### src/startup_sequencer_defines.svh
// Timing and width constants for the start-up sequencer
//
// Overview of operation
// - A rising bias-supply power-good starts the trip-level sample-and-hold before any soft-start work.
// - While the enable node is held low, the whole start-up sequence waits until it is released and above threshold.
// - The sequencing timer starts only when the enable node crosses its disable threshold.
// - After the threshold crossing a nominal 6.8ms settling delay runs before trip-level sampling.
// - During settling the low-side driver is off and the trip-setting current source feeds the trip-setting pin.
// - Trip-level sampling lasts from zero up to a nominal 3.4ms, longer for higher trip settings.
// - The sampled trip level is held in a counter driving a DAC without decay while the bias supply stays good.
// - When sampling completes, soft-start begins with a short initialization interval before the ramp.
// - Soft-start ramps the reference from zero to the final 0.6V level over a nominal 6.8ms.
// - The ramp is digital, 64 equal steps, with no external rate adjustment.
// - After the initialization interval the error amplifier is enabled for the rest of soft-start.
// - Soft-start is complete when the ramp value reaches the final level, and the reference then holds there.
// - With the output pre-biased low, both switches stay off until the ramp exceeds the output, then ramping continues.
// - With the output pre-biased high, both switches stay off until soft-start ends, then the output is regulated down.
// - An enable pulled low after soft-start and released reruns the full start-up including a fresh trip sample.
// - An overcurrent shuts the output off and runs hiccup cycles of two dummy soft-starts then one real one, forever.
`ifndef STARTUP_SEQUENCER_DEFINES_SVH
`define STARTUP_SEQUENCER_DEFINES_SVH

// ----------------------------------------------------------------------------
// Clock and times
// ----------------------------------------------------------------------------
`define CLK_MHZ            50
`define SETTLE_TIME_US     6800
`define SS_TIME_US         6800
`define SAMPLE_MAX_TIME_US 3400

// ----------------------------------------------------------------------------
// Widths and step counts
// ----------------------------------------------------------------------------
`define RAMP_STEPS         64
`define RAMP_W             7
`define DAC_W              6
`define DAC_MAX            6'h3F
`define INIT_STEPS         7'h02
`define DUMMY_CYCLES       2'h2

// Cycles per ramp step and per DAC step, rounded down
`define RAMP_STEP_CYCLES   ((`SS_TIME_US * `CLK_MHZ) / `RAMP_STEPS)
`define SAMPLE_STEP_CYCLES ((`SAMPLE_MAX_TIME_US * `CLK_MHZ) / `RAMP_STEPS)

`endif

### src/startup_sequencer_pkg.sv
// Types of the start-up sequencer
package startup_sequencer_pkg;

  // ----------------------------------------------------------------------------
  // Sequence states
  // ----------------------------------------------------------------------------
  typedef enum logic [7:0] {
    ST_IDLE    = 8'h01,
    ST_WAIT_EN = 8'h02,
    ST_SETTLE  = 8'h04,
    ST_SAMPLE  = 8'h08,
    ST_INIT    = 8'h10,
    ST_RAMP    = 8'h20,
    ST_RUN     = 8'h40,
    ST_HICCUP  = 8'h80
  } seq_state_e;

  // ----------------------------------------------------------------------------
  // Whole state of the sequencer
  // ----------------------------------------------------------------------------
  typedef struct packed {
    seq_state_e  state;
    logic [6:0]  ramp;
    logic [5:0]  dac;
    logic [6:0]  steps;
    logic [1:0]  dummies;
    logic        sw_en;
    logic        trip_src;
    logic        err_amp;
    logic        ss_done;
    logic        hiccup;
  } seq_s;

endpackage

### src/startup_sequencer.sv
// Start-up sequencer: enable wait, settling, trip-level sample, soft-start ramp, hiccup
`include "startup_sequencer_defines.svh"
`timescale 1ns/1ps
module startup_sequencer #(
  parameter int RAMP_STEP_CYCLES   = `RAMP_STEP_CYCLES,
  parameter int SAMPLE_STEP_CYCLES = `SAMPLE_STEP_CYCLES
) (
  input  wire logic                CLOCK,
  input  wire logic                SRST,
  input  wire logic                CE,
  input  wire logic                BIAS_SUPPLY_GOOD,
  input  wire logic                ENABLE_ABOVE_THRESHOLD,
  input  wire logic                TRIP_DAC_REACHED,
  input  wire logic                RAMP_ABOVE_OUTPUT,
  input  wire logic                OVERCURRENT_TRIP,
  output logic                     SWITCH_ENABLE,
  output logic                     LOW_SIDE_GATE_ENABLE,
  output logic                     TRIP_SOURCE_ENABLE,
  output logic [`DAC_W-1:0]        TRIP_LEVEL,
  output logic [`RAMP_W-1:0]       SOFT_START_REF,
  output logic                     ERROR_AMP_ENABLE,
  output logic                     SOFT_START_DONE,
  output logic                     HICCUP_ACTIVE
);

  // ----------------------------------------------------------------------------
  // Pin synchronisation
  // ----------------------------------------------------------------------------
  logic [4:0] pins_s;
  logic       bias_good;
  logic       en_above;
  logic       dac_reached;
  logic       ramp_above;
  logic       overcurrent;

  level_sync #(
    .W (5)
  ) u_sync (
    .clk  (CLOCK),
    .srst (SRST),
    .ce   (CE),
    .d    ({BIAS_SUPPLY_GOOD, ENABLE_ABOVE_THRESHOLD, TRIP_DAC_REACHED,
            RAMP_ABOVE_OUTPUT, OVERCURRENT_TRIP}),
    .q    (pins_s)
  );

  assign bias_good   = pins_s[4];
  assign en_above    = pins_s[3];
  assign dac_reached = pins_s[2];
  assign ramp_above  = pins_s[1];
  assign overcurrent = pins_s[0];

  // ----------------------------------------------------------------------------
  // Step timers
  // ----------------------------------------------------------------------------
  startup_sequencer_pkg::seq_s s_q;
  startup_sequencer_pkg::seq_s s_d;
  logic                        timer_clear;
  logic                        ramp_tick;
  logic                        sample_tick;

  // Restart both prescalers on every state change so each phase starts whole
  assign timer_clear = (s_d.state != s_q.state);

  // One ramp step is 1/64 of 6.8ms; the settling delay reuses it 64 times
  step_timer #(
    .PERIOD (RAMP_STEP_CYCLES)
  ) u_ramp_timer (
    .clk   (CLOCK),
    .srst  (SRST),
    .ce    (CE),
    .clear (timer_clear),
    .tick  (ramp_tick)
  );

  step_timer #(
    .PERIOD (SAMPLE_STEP_CYCLES)
  ) u_sample_timer (
    .clk   (CLOCK),
    .srst  (SRST),
    .ce    (CE),
    .clear (timer_clear),
    .tick  (sample_tick)
  );

  // ----------------------------------------------------------------------------
  // Helpers
  // ----------------------------------------------------------------------------
  function automatic logic ramp_full(input logic [6:0] r);
    ramp_full = (r == 7'(`RAMP_STEPS));
  endfunction

  function automatic logic after_enable(input startup_sequencer_pkg::seq_state_e st);
    after_enable = (st != startup_sequencer_pkg::ST_IDLE) && (st != startup_sequencer_pkg::ST_WAIT_EN);
  endfunction

  function automatic logic switching_phase(input startup_sequencer_pkg::seq_state_e st);
    switching_phase = (st == startup_sequencer_pkg::ST_RAMP) || (st == startup_sequencer_pkg::ST_RUN);
  endfunction

  // ----------------------------------------------------------------------------
  // Sample end
  // ----------------------------------------------------------------------------
  logic sample_end;

  // A zero setting ends at once; the top code bounds the phase at its 3.4ms maximum
  assign sample_end = dac_reached || (s_q.dac == `DAC_MAX);

  // ----------------------------------------------------------------------------
  // Sequencer
  // ----------------------------------------------------------------------------
  always_comb begin
    s_d = s_q;
    // Each phase states its own flags, except that ST_INIT and ST_RAMP keep hiccup, ST_RAMP keeps a set sw_en and ST_WAIT_EN keeps trip_src
    case (s_q.state)
      startup_sequencer_pkg::ST_IDLE: begin
        s_d.sw_en    = 1'b0;
        s_d.trip_src = 1'b0;
        s_d.err_amp  = 1'b0;
        s_d.ss_done  = 1'b0;
        s_d.hiccup   = 1'b0;
        s_d.ramp     = 7'h00;
        s_d.steps    = 7'h00;
        if (bias_good) begin
          s_d.state = startup_sequencer_pkg::ST_WAIT_EN;
        end
      end
      startup_sequencer_pkg::ST_WAIT_EN: begin
        s_d.sw_en   = 1'b0;
        s_d.err_amp = 1'b0;
        s_d.ss_done = 1'b0;
        s_d.ramp    = 7'h00;
        s_d.hiccup  = 1'b0;
        // Timing starts at the threshold crossing, not at release
        if (en_above) begin
          s_d.state    = startup_sequencer_pkg::ST_SETTLE;
          s_d.steps    = 7'h00;
          // The trip comparator lags the DAC, so the old level is dropped long before sampling
          s_d.dac      = 6'h00;
          s_d.trip_src = 1'b1;
        end
      end
      startup_sequencer_pkg::ST_SETTLE: begin
        s_d.trip_src = 1'b1;
        s_d.sw_en    = 1'b0;
        s_d.err_amp  = 1'b0;
        s_d.ss_done  = 1'b0;
        s_d.hiccup   = 1'b0;
        s_d.ramp     = 7'h00;
        if (ramp_tick) begin
          s_d.steps = s_q.steps + 7'h01;
          if (s_q.steps == 7'(`RAMP_STEPS - 1)) begin
            s_d.state = startup_sequencer_pkg::ST_SAMPLE;
            s_d.dac   = 6'h00;
          end
        end
      end
      startup_sequencer_pkg::ST_SAMPLE: begin
        s_d.trip_src = 1'b1;
        s_d.sw_en    = 1'b0;
        s_d.err_amp  = 1'b0;
        s_d.ss_done  = 1'b0;
        s_d.hiccup   = 1'b0;
        s_d.ramp     = 7'h00;
        if (sample_end) begin
          s_d.state    = startup_sequencer_pkg::ST_INIT;
          s_d.trip_src = 1'b0;
          s_d.steps    = 7'h00;
        end else if (sample_tick) begin
          s_d.dac = s_q.dac + 6'h01;
        end
      end
      startup_sequencer_pkg::ST_INIT: begin
        s_d.sw_en = 1'b0;
        s_d.ramp  = 7'h00;
        s_d.trip_src = 1'b0;
        s_d.err_amp  = 1'b0;
        s_d.ss_done  = 1'b0;
        if (ramp_tick) begin
          s_d.steps = s_q.steps + 7'h01;
          if (s_q.steps == `INIT_STEPS - 7'h01) begin
            s_d.state   = startup_sequencer_pkg::ST_RAMP;
            s_d.err_amp = 1'b1;
            s_d.hiccup  = 1'b0;
          end
        end
      end
      startup_sequencer_pkg::ST_RAMP: begin
        s_d.trip_src = 1'b0;
        s_d.err_amp  = 1'b1;
        s_d.ss_done  = 1'b0;
        // Switching waits for the ramp to pass a pre-biased output
        if (ramp_above) begin
          s_d.sw_en = 1'b1;
        end
        if (ramp_tick) begin
          s_d.ramp = s_q.ramp + 7'h01;
          if (s_q.ramp == 7'(`RAMP_STEPS - 1)) begin
            s_d.state   = startup_sequencer_pkg::ST_RUN;
            s_d.ss_done = 1'b1;
            s_d.sw_en   = 1'b1;
          end
        end
      end
      startup_sequencer_pkg::ST_RUN: begin
        s_d.ramp  = 7'(`RAMP_STEPS);
        s_d.sw_en = 1'b1;
        s_d.trip_src = 1'b0;
        s_d.err_amp  = 1'b1;
        s_d.ss_done  = 1'b1;
        s_d.hiccup   = 1'b0;
      end
      startup_sequencer_pkg::ST_HICCUP: begin
        // Dummy timeouts keep the held trip level; no new sample is taken
        s_d.sw_en   = 1'b0;
        s_d.err_amp = 1'b0;
        s_d.trip_src = 1'b0;
        s_d.ss_done  = 1'b0;
        s_d.hiccup   = 1'b1;
        if (ramp_tick) begin
          if (ramp_full(s_q.ramp)) begin
            s_d.ramp    = 7'h00;
            s_d.dummies = s_q.dummies + 2'h1;
            if (s_q.dummies == `DUMMY_CYCLES - 2'h1) begin
              s_d.state = startup_sequencer_pkg::ST_INIT;
              s_d.steps = 7'h00;
            end
          end else begin
            s_d.ramp = s_q.ramp + 7'h01;
          end
        end
      end
      default: begin
        s_d.state = startup_sequencer_pkg::ST_IDLE;
      end
    endcase

    // Overcurrent only matters once switching may be on
    if (overcurrent && switching_phase(s_q.state)) begin
      s_d.state   = startup_sequencer_pkg::ST_HICCUP;
      s_d.sw_en   = 1'b0;
      s_d.err_amp = 1'b0;
      s_d.ss_done = 1'b0;
      s_d.hiccup  = 1'b1;
      s_d.ramp    = 7'h00;
      s_d.dummies = 2'h0;
    end

    // Enable pulled low: full restart, fresh sample follows release
    if (!en_above && after_enable(s_q.state)) begin
      s_d.state    = startup_sequencer_pkg::ST_WAIT_EN;
      s_d.sw_en    = 1'b0;
      s_d.trip_src = 1'b0;
      s_d.err_amp  = 1'b0;
      s_d.ss_done  = 1'b0;
      s_d.hiccup   = 1'b0;
      s_d.ramp     = 7'h00;
    end

    // Bias loss has top priority and drops the held level
    if (!bias_good) begin
      s_d.state    = startup_sequencer_pkg::ST_IDLE;
      s_d.dac      = 6'h00;
      s_d.sw_en    = 1'b0;
      s_d.trip_src = 1'b0;
      s_d.err_amp  = 1'b0;
      s_d.ss_done  = 1'b0;
      s_d.hiccup   = 1'b0;
      s_d.ramp     = 7'h00;
      s_d.steps    = 7'h00;
      s_d.dummies  = 2'h0;
    end
  end

  always_ff @(posedge CLOCK) begin
    if (SRST) begin
      s_q.state   <= startup_sequencer_pkg::ST_IDLE;
      s_q.ramp    <= 7'h00;
      s_q.dac     <= 6'h00;
      s_q.steps   <= 7'h00;
      s_q.dummies <= 2'h0;
      s_q.sw_en   <= 1'b0;
      s_q.trip_src <= 1'b0;
      s_q.err_amp <= 1'b0;
      s_q.ss_done <= 1'b0;
      s_q.hiccup  <= 1'b0;
    end else if (CE) begin
      s_q <= s_d;
    end
  end

  // ----------------------------------------------------------------------------
  // Outputs
  // ----------------------------------------------------------------------------
  assign SWITCH_ENABLE        = s_q.sw_en;
  assign LOW_SIDE_GATE_ENABLE = s_q.sw_en & ~s_q.trip_src;
  assign TRIP_SOURCE_ENABLE   = s_q.trip_src;
  assign TRIP_LEVEL           = s_q.dac;
  assign SOFT_START_REF       = s_q.ramp;
  assign ERROR_AMP_ENABLE     = s_q.err_amp;
  assign SOFT_START_DONE      = s_q.ss_done;
  assign HICCUP_ACTIVE        = s_q.hiccup;

endmodule

### src/level_sync.sv
// Two flip-flop synchroniser for a group of pin levels
`timescale 1ns/1ps
module level_sync #(
  parameter int W = 4
) (
  input  wire logic         clk,
  input  wire logic         srst,
  input  wire logic         ce,
  input  wire logic [W-1:0] d,
  output logic      [W-1:0] q
);

  logic [W-1:0] meta_q;

  // First stage feeds only the second stage
  always_ff @(posedge clk) begin
    if (srst) begin
      meta_q <= '0;
      q      <= '0;
    end else if (ce) begin
      meta_q <= d;
      q      <= meta_q;
    end
  end

endmodule

### src/step_timer.sv
// Prescaler giving a one-cycle tick every PERIOD enabled cycles
`timescale 1ns/1ps
module step_timer #(
  parameter int PERIOD = 16
) (
  input  wire logic clk,
  input  wire logic srst,
  input  wire logic ce,
  input  wire logic clear,
  output logic      tick
);

  logic [19:0] count_q;

  always_ff @(posedge clk) begin
    if (srst) begin
      count_q <= 20'h00000;
      tick    <= 1'b0;
    end else if (ce) begin
      if (clear) begin
        count_q <= 20'h00000;
        tick    <= 1'b0;
      end else if (count_q == 20'(PERIOD - 1)) begin
        count_q <= 20'h00000;
        tick    <= 1'b1;
      end else begin
        count_q <= count_q + 20'h00001;
        tick    <= 1'b0;
      end
    end
  end

endmodule

### config.mk
export PLATFORM = sky130hd
export DESIGN_NAME = startup_sequencer
export DESIGN_NICKNAME = d
export VERILOG_FILES = /design/src/startup_sequencer_pkg.sv /design/src/startup_sequencer.sv /design/src/level_sync.sv /design/src/step_timer.sv
export VERILOG_INCLUDE_DIRS = /design/src
export SDC_FILE = /design/constraint.sdc
export NUM_CORES = 1
export LEC_CHECK = 0
export BUFFER_PORTS_ARGS = -buffer_cell sky130_fd_sc_hd__buf_2
export CORE_MARGIN = 5
export CORE_UTILIZATION = 45
export DETAILED_ROUTE_END_ITERATION = 7
export GPL_TIMING_DRIVEN = 0
export PLACE_DENSITY = 0.62
export SYNTH_ARGS = -nofsm -noshare
export SYNTH_HDL_FRONTEND = slang
export SYNTH_SLANG_ARGS = --single-unit
### constraint.sdc
create_clock -name CLOCK -period 3.69 [get_ports CLOCK]
set_input_delay 0.738 -clock CLOCK [delete_from_list [all_inputs] [get_ports CLOCK]]
set_output_delay 0.738 -clock CLOCK [all_outputs]
set_load 0.01 [all_outputs]
# --- After elaboration in Yosys (flattened, before gate mapping) ---
# Cells that the tools add are included.
# W data, S select, Z words.
classes:
  n_addsub: 6
  eq_ne: 43
  mux: 54
  bitwise_logic: 2
  n_reduce_logical: 16
op_table:
  columns: ["operator", "n"]
  rows:
  - ["$mux W20", 4]
  - ["$mux W8", 9]
  - ["$pmux W8 S8", 1]
  - ["$mux W15", 4]
  - ["$pmux W7 S6", 1]
  - ["$add A20 B1 Y20 const B", 2]
  - ["$mux W35", 1]
  - ["$mux W7", 4]
  - ["$pmux W4 S7", 1]
  - ["$pmux W7 S4", 1]
  - ["$mux W13", 2]
  - ["$ne A3 B3 Y1 const B", 8]
  - ["$eq A20 B12 Y1 const B", 1]
  - ["$eq A20 B13 Y1 const B", 1]
  - ["$mux W6", 3]
  - ["$mux W9", 2]
  - ["$pmux W6 S3", 1]
  - ["$mux W1", 15]
  - ["$ne A3 B2 Y1 const B", 5]
  - ["$ne A5 B4 Y1 const B", 3]
  - ["$add A7 B1 Y7 const B", 2]
  - ["$eq A7 B6 Y1 const B", 2]
  - ["$ne A7 B7 Y1 const B", 2]
  - ["$reduce_and A4 Y1", 3]
  - ["other kinds (37)", 43]
totals:
  regBits: 87
  elab_cells: 137

# --- Depth between registers and ports, before layout ---
# Gate-level depths: netlist of run 1.
logic_depth:
  word_depth: 10
  ltp_mapped: 12

# --- Cells and area by module ---
# Synthesis of run 1 repeated with hierarchy kept, for this count alone.
unflattened:
  hier_cells: 667
  hier_area_um2: 5341.4
modules_own_cells:
  columns: ["mod", "n_inst", "cells_each", "area_each_um2", "seq_area_each_um2"]
  rows:
  - ["startup_sequencer", 1, 336, 2625.0, 700.7]
  - ["step_timer at u_sample_timer", 1, 153, 1207.4, 420.4]
  - ["step_timer at u_ramp_timer", 1, 146, 1156.1, 420.4]
  - ["level_sync", 1, 32, 352.8, 200.2]

# --- Worst setup path after synthesis of run 1 ---
# No wires, ideal clock.
synth_path:
  path_kind: "reg-to-reg"
  startpoint: "register s_q, in the netlist SOFT_START_REF[0]"
  endpoint: "register u_sample_timer.count_q[10]"
  setup_time_ns: 0.074
  t_arrival_ns: 2.767
  required_ns: 3.616
  path_slack_ns: 0.849
  stages_incl_launch_ff: 12
  path_buffers: 1
  synth_period_minus_slack_ns: 2.841
  cell_sequence: "dfxtp_1 > ha_1 > nand3_1 > or4_1 > o21a_1 > o21ai_1 > nand4bb_1 > nor4b_4 > nand2_2 > buf_6 > or2_1 > a31oi_1"
synth_between:
  elab_chain_len: 9
  elab_cells_between_ends: 12
synth_rtl:
  columns: ["item", "line", "source"]
  rows:
  - ["from (decl)", "startup_sequencer.sv:56", "startup_sequencer_pkg::seq_s s_q;"]
  - ["$eq A7 B7 Y1 / $eq A7 B6 Y1 (equally long branches)", "startup_sequencer.sv:90, startup_sequencer.sv:198", null]
  - ["$mux W8 (on tied branches)", "startup_sequencer.sv:221, startup_sequencer.sv:198", null]
  - ["$mux W15 (on tied branches)", "startup_sequencer.sv:220, startup_sequencer.sv:196", null]
  - ["$pmux W8 S8 (*)", "startup_sequencer.sv:115", "case (s_q.state)"]
  - ["$mux W15 (*)", "startup_sequencer.sv:239", "if (overcurrent && switching_phase(s_q.state)) begin"]
  - ["$mux W15 (*)", "startup_sequencer.sv:250", "if (!en_above && after_enable(s_q.state)) begin"]
  - ["$mux W35 (*)", "startup_sequencer.sv:261", "if (!bias_good) begin"]
  - ["$ne A8 B8 Y1 (*)", "startup_sequencer.sv:63", "assign timer_clear = (s_d.state != s_q.state);"]
  - ["$mux W20 (*)", "step_timer.sv:20", "if (clear) begin"]
  - ["to (signal assigned)", "step_timer.sv:27", "count_q <= count_q + 20'h00001;"]
  - ["to (decl)", "step_timer.sv:13", "logic [19:0] count_q;"]
# Mark *: on every way between the ends. The rest lies on a longest branch, timed or not. The select of a mux whose other input is x is not followed.
# A chain may end at the register's enable or synchronous reset.

# --- Worst setup path in the final report of run 1 ---
layout_path:
  startpoint: "register s_q, in the netlist SOFT_START_REF[0]"
  endpoint: "register u_ramp_timer.count_q[16]"
layout_between:
  elab_chain_len: 9
  elab_cells_between_ends: 12
layout_rtl:
  columns: ["item", "line"]
  rows:
  - ["$eq A7 B7 Y1 / $eq A7 B6 Y1 (equally long branches)", "startup_sequencer.sv:90, startup_sequencer.sv:198"]
  - ["$mux W8 (on tied branches)", "startup_sequencer.sv:221, startup_sequencer.sv:198"]
  - ["$mux W15 (on tied branches)", "startup_sequencer.sv:220, startup_sequencer.sv:196"]
  - ["$pmux W8 S8 (*)", "startup_sequencer.sv:115"]
  - ["$mux W15 (*)", "startup_sequencer.sv:239"]
  - ["$mux W15 (*)", "startup_sequencer.sv:250"]
  - ["$mux W35 (*)", "startup_sequencer.sv:261"]
  - ["$ne A8 B8 Y1 (*)", "startup_sequencer.sv:63"]
  - ["$mux W20 (*)", "step_timer.sv:20"]
  - ["to (signal assigned)", "step_timer.sv:27"]
  - ["to (decl)", "step_timer.sv:13"]
# Marked as above.

==> out/results.ini, run 1 <==
[sta]
fin_worst_skew_ps=14.3
max_slew.worst_pin.slew_ps=948
finalSetupTns_ps=0
finalCritPeriodShare=0.949
slew_violations=0
max_freq_mhz=285
setup_slack_ps=187
max_slew_margin=0.363
grt_setup_unrepaired=false
hold_violations=0
fin_crit_ps=3500
setup_viol=0

[synth]
async_flop_share=0
ys_ff_latch=87
syn_inst=604
synth_top_area_frac=0.351
syn_area_um2=4960
synth-edff-count=0
ys.flop_type=dfxtp_1
synth_nets=620
synth_common_cells=87 x dfxtp_1, 54 x nor2_1, 46 x nand2_1
synth.most_common_cell=dfxtp_1
yosysTopAreaCell=dfxtp_1
yosys_warnings=0
synth.distinct_cells=67
ys_seq_area_frac=0.351
avgSynthCellArea_um2=8.21
synthTopCellsByArea=dfxtp_1 35%, nor2_1 4.1%, o21ai_0 3.6%, and3_1 3.5%, nand2_1 3.5%

[cts]
cts_buffers=9
worstSkewPairLatency_ps=370
cts_htree_levels=3
clk_pin_slew_ps=90
clockBufferDepth=2
cts_tree=done
cts_sinks=87
cts_hold_buf=0
cts_root_buf=clkbuf_8

[worst_setup_path]
crit_path_end=u_ramp_timer.count_q[16]
endpoint_kind=register
reg2reg_slack_ps=190
rr_endpoint=u_ramp_timer.count_q[16]
criticalPathCategory=register to register
crit_required_ps=4010
r2r-start=SOFT_START_REF[0]
rr_worst_depth=11
cp-start-kind=register
critical_path.max_fanout=10
worstPathArrival_ps=3820
critPathLaunch=SOFT_START_REF[0]

[cells_and_area]
drive_above_1_share=0.139
multiInputGateArea_um2=2950
area_growth_pct=11.9
seq_area_um2=1740
nets=659
diodes=0
fillCellCount=1044
final_util=0.512
final_cell_area_um2=5550

[place]
dpl_cell_area_um2=5270
port_buffers=26
post-place-ws_ps=181
hpwl_mm=9.37
gp_congestion=0.928

[pwr]
p_clk_frac=0.422
seq_power_share=0.496
p_comb_frac=0.082
peakVddDrop_uv=282
netSwitchingFraction=0.248
finalPower_w=0.00194
internal_power_w=0.00146
p_sw_w=0.000481
p_leak_nw=2.29
powerDensity_nw_per_um2=350

[detailed_routing]
detail-route-antenna-nets=0
wl_per_cell_um=16.2
finalWirelength_mm=12.8
firstDrtPassIters=5
num_vias=4510
drtIter0Drc=395
via_per_inst=5.72
drc=0

[status]
status=finished clean

[floorplanning]
core_area_um2=10800
dieArea_um2=13200
die_w_um=115
io_pins=27
initial_utilization=0.458
die_h_um=115
rows=38

[global_routing]
grt_overflow_total=0
grt_max_degree=16
antenna_found_initial=0
grt_pass1_vias=4281
grt_pass1_wl_mm=21.5
track_usage=0.203

[worst_hold_path]
holdPathStages=2
hold_class=register to register

[run]
maxCapViolations=0

[timing repair]
item / 4_1_cts / 5_1_grt
buffers inserted: 0 / 2
gates resized for setup: 0 / 5
hold endpoints to repair: 0 / 0
setup endpoints to repair: 0 / 17
[flip-flops by register name, indices dropped and copies added, names as in the netlist]
name,count
u_ramp_timer.count_q,20
u_sample_timer.count_q,20
s_q,17
SOFT_START_REF,7
TRIP_LEVEL,6
u_sync.meta_q,5
u_sync.q,5
ERROR_AMP_ENABLE,1
HICCUP_ACTIVE,1
SOFT_START_DONE,1
SWITCH_ENABLE,1
TRIP_SOURCE_ENABLE,1
u_ramp_timer.tick,1
u_sample_timer.tick,1
[stage by stage]
step / std cells / hold WS (ps)
after floorplan: 604 / 441
after CTS: 786 / 481
after global placement: 770 / 454
after detailed placement: 770 / 469
after global routing: 788 / 503
final: 788 / 477
[power groups by stage]
stage	sequential (W)	combinational [W]	clock, W
2_1_floorplan	0.000981	0.000113	0
3_3_place_gp	0.000984	0.000154	0
3_5_place_dp	0.000984	0.000156	0
4_1_cts	0.000962	0.000157	0.000840
5_1_grt	0.000965	0.000178	0.000890
6_report	0.000962	0.000160	0.000819
[cells in the final DEF (no fill, tap or decap), types with 13 or more instances in the layout]
master,instances
a31oi_1,24
buf_2,33
o21ai_0,36
mux2i_1,15
inv_1,13
dfxtp_1,87
nand2_1,46
nand3_1,29
and3_1,28
a21oi_1,27
nor2_1,54
xor2_1,17
buf_4,17
[how the worst min path moves through the flow]
| stage | startpoint | to | slack, ps |
|---|---|---|---|
| floorplan | u_sample_timer.tick | u_sample_timer.tick | 440 |
| finish | SOFT_START_DONE | SOFT_START_DONE | 480 |
| global route | SOFT_START_DONE | SOFT_START_DONE | 500 |
| CTS | HICCUP_ACTIVE | HICCUP_ACTIVE | 480 |
| global placement | SOFT_START_DONE | SOFT_START_DONE | 450 |
| detailed placement | SOFT_START_DONE | SOFT_START_DONE | 470 |
[worst max-delay path, stage by stage, from the launching register on]
cell and delay, ps:
dfxtp_1 410, ha_1 190, nand3_1 160, or4_1 550, o21a_1 250, o21ai_1 140, nand4bb_1 310, nor4b_2 450
nand2_1 290, clkbuf_1 320, nor3b_1 260, a21o_1 110
[metal layers]
| metal | vias up | wire, um | track usage |
|---|---|---|---|
| li1 | 2259 | - | - |
| met1 | 2128 | 5860 | 0.267 |
| met2 | 93 | 6070 | 0.337 |
| met3 | 30 | 585 | 0.0453 |
| met4 | 0 | 260 | 0.0563 |
| met5 | - | 0 | 0 |
[layout make-up]
| class | count | share of cell area |
|---|---|---|
| sequential | 87 | 0.314 |
| timing repair buffer | 28 | 0.0262 |
| tap | 140 | 0.0316 |
| clock inverter | 7 | 0.0217 |
| clock buffer | 9 | 0.0223 |
| buffer | 42 | 0.0431 |
| inverter | 14 | 0.00947 |
| multi-input combinational | 461 | 0.532 |
[cells by family (layout without fill, tap and decap cells)]
group,after synthesis,in the layout,share of synthesized area
flops,87,87,0.351
simple gates,278,278,0.322
fa+ha+maj,8,8,0.0202
xor+xnor,28,28,0.0494
compound gates,132,132,0.169
buf+inv,56,100,0.0585
mux,15,15,0.0303
Note: power is estimated with default switching activity, not from simulation.
==> inputs of run 2 (changes only) <==
Settings changed: CTS_BUF_LIST set to sky130_fd_sc_hd__clkbuf_4, SLEW_MARGIN set to 20.
==> run 2 against run 1 <==
Compared with the run above:
- clock power fell by 13%
- highest routed layer unchanged
- combinational power is essentially flat
- total power decreased by 5.5%
- maximum frequency is 0.33% higher
- cell area is 1.0% lower
- count of clock-buffer cells in the layout unchanged
- via count increased by 0.69%
- largest cell class unchanged
- utilization fell by 0.52 points
- die area stayed put
- final cell count stayed put
- flip-flop and latch count unchanged
==> out/results.ini, run 2 (same netlist as run 1, synthesis figures left out) <==
[detailed_routing]
wl_per_cell_um=16.3  ; +0.46%
num_vias=4541  ; +0.69%
detail-route-antenna-nets=0  ; unchanged
drc=0  ; unchanged
via_per_inst=5.76  ; +0.69%
finalWirelength_mm=12.8  ; +0.46%
drtIter0Drc=428  ; +8.4%
firstDrtPassIters=5  ; unchanged

[worst_setup_path]
crit_required_ps=4120  ; +110 ps
path_buf_inv=1  ; unchanged
rr_endpoint=u_ramp_timer.count_q[16]
worstPathArrival_ps=3920  ; +100 ps
cpPeakStageDelay_ps=550  ; about the same
cp.depth=11  ; unchanged
critPathLaunch=SOFT_START_REF[0]
critical_path.max_fanout=10  ; unchanged
crit_path_end=u_ramp_timer.count_q[16]
endpoint_kind=register
criticalPathCategory=register to register
path_cells=ha_1 > nand3_1 > or4_1 > o21a_1 > o21ai_1 > nand4bb_1 > nor4b_2 > nand2_1 > clkbuf_1 > nor3b_1 > a21o_1
cpLargestDelayFamily=simple AND/OR/NAND/NOR gates
rr_worst_depth=11  ; unchanged
reg2reg_slack_ps=200  ; about the same
r2r-start=SOFT_START_REF[0]
cp-start-kind=register
crit_slowest_cell=or4_1

[floorplanning]
io_pins=27  ; unchanged
dieArea_um2=13200  ; unchanged
die_h_um=115  ; unchanged
initial_utilization=0.458  ; unchanged
rows=38  ; unchanged
die_w_um=115  ; unchanged
core_area_um2=10800  ; unchanged

[cells_and_area]
fillCellCount=1055  ; +1.1%
final_cell_area_um2=5490  ; -1.0%
multiInputGateArea_um2=2950  ; unchanged
final_cell_mix=87 x dfxtp_1, 54 x nor2_1, 46 x nand2_1, 36 x o21ai_0, 33 x buf_2
nets=659  ; unchanged
reg_top3=u_ramp_timer.count_q x20, u_sample_timer.count_q x20, s_q x17
final_common_cell=dfxtp_1
diodes=0  ; unchanged
drive_above_1_share=0.139  ; unchanged
seq_area_um2=1740  ; unchanged
area_growth_pct=10.7

[cts]
cts_sinks=87  ; unchanged
cts_hold_buf=0  ; unchanged
cts_root_buf=clkbuf_4
clockBufferDepth=2  ; unchanged
cts_htree_levels=3  ; unchanged
clk_pin_slew_ps=140  ; +50 ps
worstSkewPairLatency_ps=470  ; +100 ps
cts_tree=done
cts_buffers=9  ; unchanged

[pwr]
peakVddDrop_uv=244  ; -14%
p_leak_nw=2.27  ; -1.0%
powerDensity_nw_per_um2=334  ; -4.6%
finalPower_w=0.00183  ; -5.5%

[sta]
fin_worst_skew_ps=19.8  ; +5.45 ps
finalCritPeriodShare=0.946  ; -0.00316
grt_setup_unrepaired=true
fin_crit_ps=3490  ; -11.6 ps
slew_violations=0  ; unchanged
setup_viol=0  ; unchanged
max_slew_margin=0.354  ; -0.00842
max_freq_mhz=286  ; +0.33%
max_slew.worst_pin.slew_ps=960  ; +12.5 ps
hold_violations=0  ; unchanged

[global_routing]
grt_pass1_vias=4279  ; -0.047%
track_usage=0.203  ; -0.000569
grt_overflow_total=0  ; unchanged
grt_max_degree=16  ; unchanged
grt_pass1_wl_mm=21.5  ; about the same
antenna_found_initial=0  ; unchanged

[place]
dpl_cell_area_um2=5270  ; unchanged
gp_congestion=0.928  ; unchanged
hpwl_mm=9.37  ; unchanged
port_buffers=26  ; unchanged

[run]
maxCapViolations=0  ; unchanged

[status]
status=finished clean

[worst_hold_path]
holdPathStages=2  ; unchanged
hold_class=register to register

-- run 2: through the flow --
step	setup TNS [ps]	cells	setup WS, ps	util	hold slack (ps)
floorplan	0	604	849	-	441
global placement	0	770	231	0.486	454
detailed placement	0	770	181	0.486	469
CTS	0	786	138	0.503	463
global route	-4.24	788	-4.24	0.507	466
finish	0	788	198	0.507	486
-- run 2: worst min path at each step --
stage / startpoint / end / slack, ps
final: SOFT_START_DONE / SOFT_START_DONE / 490
after global routing: RAMP_ABOVE_OUTPUT / u_sync.meta_q[1] / 470
after global placement: SOFT_START_DONE / SOFT_START_DONE / 450
after CTS: RAMP_ABOVE_OUTPUT / u_sync.meta_q[1] / 460
after floorplan: u_sample_timer.tick / u_sample_timer.tick / 440
after detailed placement: SOFT_START_DONE / SOFT_START_DONE / 470
-- run 2: worst min-delay path, cell delays in order (launching register included) --
cell and delay, ps:
dfxtp_1 350, nand2_1 60, a21oi_1 50
-- run 2: final cells by class --
type	instances	area share
Buffer	42	0.0435
Clock buffer	9	0.0123
Clock inverter	7	0.0219
Inverter	14	0.00957
Multi-Input combinational cell	461	0.537
Sequential cell	87	0.317
Tap cell	140	0.0319
Timing Repair Buffer	28	0.0264
-- run 2: layer usage --
| layer | share of wire | vias to the layer above | GRT usage |
|---|---|---|---|
| met5 | 0 | - | 0 |
| met4 | 0.016 | 0 | 0.0579 |
| met3 | 0.040 | 19 | 0.0432 |
| met2 | 0.47 | 97 | 0.334 |
| met1 | 0.47 | 2162 | 0.269 |
| li1 | - | 2263 | - |
-- run 2: repair_timing --
item | in CTS | in global routing
endpoints found under the setup margin | 0 | 20
buffers inserted | 0 | 2
gates resized for setup | 0 | 5
endpoints found under the hold margin | 0 | 0
-- run 2: power breakdown --
part           internal [W]  switching (W)  total (W)
clock              0.000345       0.000365   0.000710
sequential         0.000952      0.0000120   0.000964
combinational     0.0000581       0.000102   0.000160
total               0.00136       0.000479    0.00183
==> inputs of run 3 (changes only) <==
Settings changed: ABC_AREA set to 1, PLACE_DENSITY 0.62 to 0.61.
==> run 3 against run 2 <==
Compared with the run above:
- worst hold slack lost 20 ps
- critical endpoint is now u_ramp_timer.count_q[0]
- largest power group unchanged
- highest routed layer unchanged
- register-to-register slack gained 1100 ps
- non-clock buffer count grew 8
- die area grew 13%
==> out/results.ini, run 3 <==
[status]
status=finished clean

[detailed_routing]
drc=0  ; unchanged
finalWirelength_mm=14.7  ; +14%
drtIter0Drc=307  ; -28%
detail-route-antenna-nets=0  ; unchanged
wl_per_cell_um=13.4  ; -18%
via_per_inst=5.12  ; -11%
num_vias=5598  ; +23%
firstDrtPassIters=5  ; unchanged

[worst_setup_path]
crit_required_ps=4100  ; -20 ps
endpoint_kind=register
path_buf_inv=1  ; unchanged
cp-start-kind=register
worstPathArrival_ps=2810  ; -1110 ps
criticalPathCategory=register to register
critical_path.max_fanout=10  ; unchanged
cp.depth=12  ; +1
cpPeakStageDelay_ps=440  ; -110 ps
rr_worst_depth=12  ; +1
crit_path_end=u_ramp_timer.count_q[0]
crit_slowest_cell=dfxtp_1
critPathLaunch=SOFT_START_REF[0]
path_common_cell=nand2_1
rr_endpoint=u_ramp_timer.count_q[0]
r2r-start=SOFT_START_REF[0]
path_cells=ha_1 > nand2_1 > nor2_1 > nand3_1 > o21ai_0 > nand4_1 > nand2_1 > nand2_1 > nor2_2 > buf_2 > nand4_1 > a21oi_1
cpLargestDelayFamily=simple AND/OR/NAND/NOR gates
reg2reg_slack_ps=1290  ; +1090 ps

[synth]
yosys_warnings=0  ; unchanged
synth_top_area_frac=0.307  ; -0.0441
syn_area_um2=5670  ; +14%
avgSynthCellArea_um2=6.43  ; -22%
synth.most_common_cell=nand2_1
synth_nets=898  ; +45%
ys.flop_type=dfxtp_1
yosysTopAreaCell=dfxtp_1
synthTopCellsByArea=dfxtp_1 31%, nand2_1 12%, nor2_1 8.3%, nand4_1 7.3%, a21oi_1 6.5%
synth-edff-count=0  ; unchanged
synth_common_cells=186 x nand2_1, 125 x nor2_1, 87 x dfxtp_1
synth.distinct_cells=37  ; -45%
async_flop_share=0  ; unchanged
ys_ff_latch=87  ; unchanged
ys_seq_area_frac=0.307  ; -0.0441
syn_inst=882  ; +46%

[cells_and_area]
final_util=0.493  ; -0.0138
multiInputGateArea_um2=3270  ; +11%
final_cell_mix=186 x nand2_1, 125 x nor2_1, 87 x dfxtp_1, 81 x inv_1, 74 x a21oi_1
nets=933  ; +42%
final_common_cell=nand2_1
seq_area_um2=1740  ; unchanged
area_growth_pct=8.32
reg_top3=u_ramp_timer.count_q x20, u_sample_timer.count_q x20, s_q x17
diodes=0  ; unchanged
final_cells=1094  ; +39%
final_cell_area_um2=6140  ; +12%
fillCellCount=1348  ; +28%
drive_above_1_share=0.119  ; -0.0196

[sta]
max_slew.worst_pin.slew_ps=706  ; -255 ps
setup_viol=0  ; unchanged
fin_worst_skew_ps=14.5  ; -5.30 ps
hold_violations=0  ; unchanged
finalSetupTns_ps=0  ; unchanged
fin_crit_ps=2400  ; -1090 ps
grt_setup_unrepaired=false
max_slew_margin=0.529  ; +0.175
finalCritPeriodShare=0.651  ; -0.295
max_freq_mhz=416  ; +45%
slew_violations=0  ; unchanged

[floorplanning]
rows=41  ; +7.9%
initial_utilization=0.455  ; -0.00254
die_h_um=122  ; +6.3%
io_pins=27  ; unchanged
core_area_um2=12500  ; +15%
dieArea_um2=14900  ; +13%
die_w_um=122  ; +6.3%

[global_routing]
grt_pass1_wl_mm=24.8  ; +15%
antenna_found_initial=0  ; unchanged
grt_pass1_vias=5135  ; +20%
track_usage=0.205  ; +0.00164
grt_overflow_total=0  ; unchanged
grt_max_degree=15  ; -1

[cts]
cts_buffers=9  ; unchanged
cts_hold_buf=0  ; unchanged
clk_pin_slew_ps=130  ; about the same
worstSkewPairLatency_ps=480  ; about the same
ctsResizeCount=0  ; unchanged
postCtsSetupRepairBufs=0  ; unchanged
cts_tree=done
cts_root_buf=clkbuf_4
clockBufferDepth=2  ; unchanged
cts_htree_levels=3  ; unchanged
cts_sinks=87  ; unchanged

[place]
gp_congestion=0.864  ; -6.9%
dpl_cell_area_um2=6010  ; +14%
port_buffers=24  ; -7.7%
dp.cells=1078  ; +40%
hpwl_mm=10.9  ; +16%

[pwr]
p_leak_nw=2.36  ; +3.9%
peakVddDrop_uv=199  ; -18%
powerDensity_nw_per_um2=290  ; -13%

[run]
maxCapViolations=0  ; unchanged

[worst_hold_path]
hold_class=register to register

[run 3: cell count changes after synthesis, sizes merged, moves of 14 or more]
cell,change
nand4,+54
clkbuf,+14
inv,+78
mux2i,-15
a21oi,+47
nand3,+21
and3,-28
nor2,+84
a31oi,-22
nand2,+151
[run 3: kinds of logic after synthesis]
logic type,Yosys count,synth area share
compound gates,121,0.111
flops,87,0.307
buf+inv,147,0.117
fa+ha+maj,8,0.0176
simple gates,486,0.396
xor+xnor,33,0.0510
[run 3: worst reg2reg max path, stage by stage, from the launching register on]
cell and delay [ps]:
dfxtp_1 440, ha_1 210, nand2_1 80, nor2_1 160, nand3_1 150, o21ai_0 190
nand4_1 160, nand2_1 100, nand2_1 70, nor2_2 230, buf_2 300, nand4_1 130
a21oi_1 130
[run 3: final cells by class]
type	instances	share of cell area
plain buffers	54	0.0507
well taps	172	0.0350
inverters	93	0.0572
repair buffers	24	0.0196
flip-flops and latches	87	0.284
multi-input cells	648	0.532
clock inverters	6	0.00998
clock buffers	10	0.0122
[run 3: per-stage QoR]
step           total power, W  setup WS [ps]  hold slack [ps]
2_1_floorplan         0.00118           1740              434
3_3_place_gp          0.00125           1190              435
3_5_place_dp          0.00125           1160              443
4_1_cts               0.00181           1280              459
5_1_grt               0.00188            984              466
6_report              0.00178           1290              465
[run 3: how the worst min path moves through the flow]
stage	startpoint	to	slack, ps	cells after the start
2_1_floorplan	u_sync.q[1]	u_sync.q[1]	430	2
3_3_place_gp	HICCUP_ACTIVE	HICCUP_ACTIVE	440	2
3_5_place_dp	HICCUP_ACTIVE	HICCUP_ACTIVE	440	2
4_1_cts	TRIP_DAC_REACHED	u_sync.meta_q[2]	460	3
5_1_grt	TRIP_DAC_REACHED	u_sync.meta_q[2]	470	3
6_report	HICCUP_ACTIVE	HICCUP_ACTIVE	470	2
[run 3: report_power, final]
part           leakage, nW  switching, W  internal [W]
sequential           0.705     0.0000167      0.000959
combinational         1.58      0.000173     0.0000792
clock               0.0661      0.000342      0.000210
[run 3: metal layers]
metal | up-vias | part of all wire | routed length (um) | global-route usage
li1 | 2970 | - | - | -
met1 | 2524 | 0.48 | 7040 | 0.268
met2 | 85 | 0.47 | 6870 | 0.339
met3 | 19 | 0.033 | 490 | 0.0475
met4 | 0 | 0.017 | 246 | 0.0539
met5 | - | 0 | 0 | 0
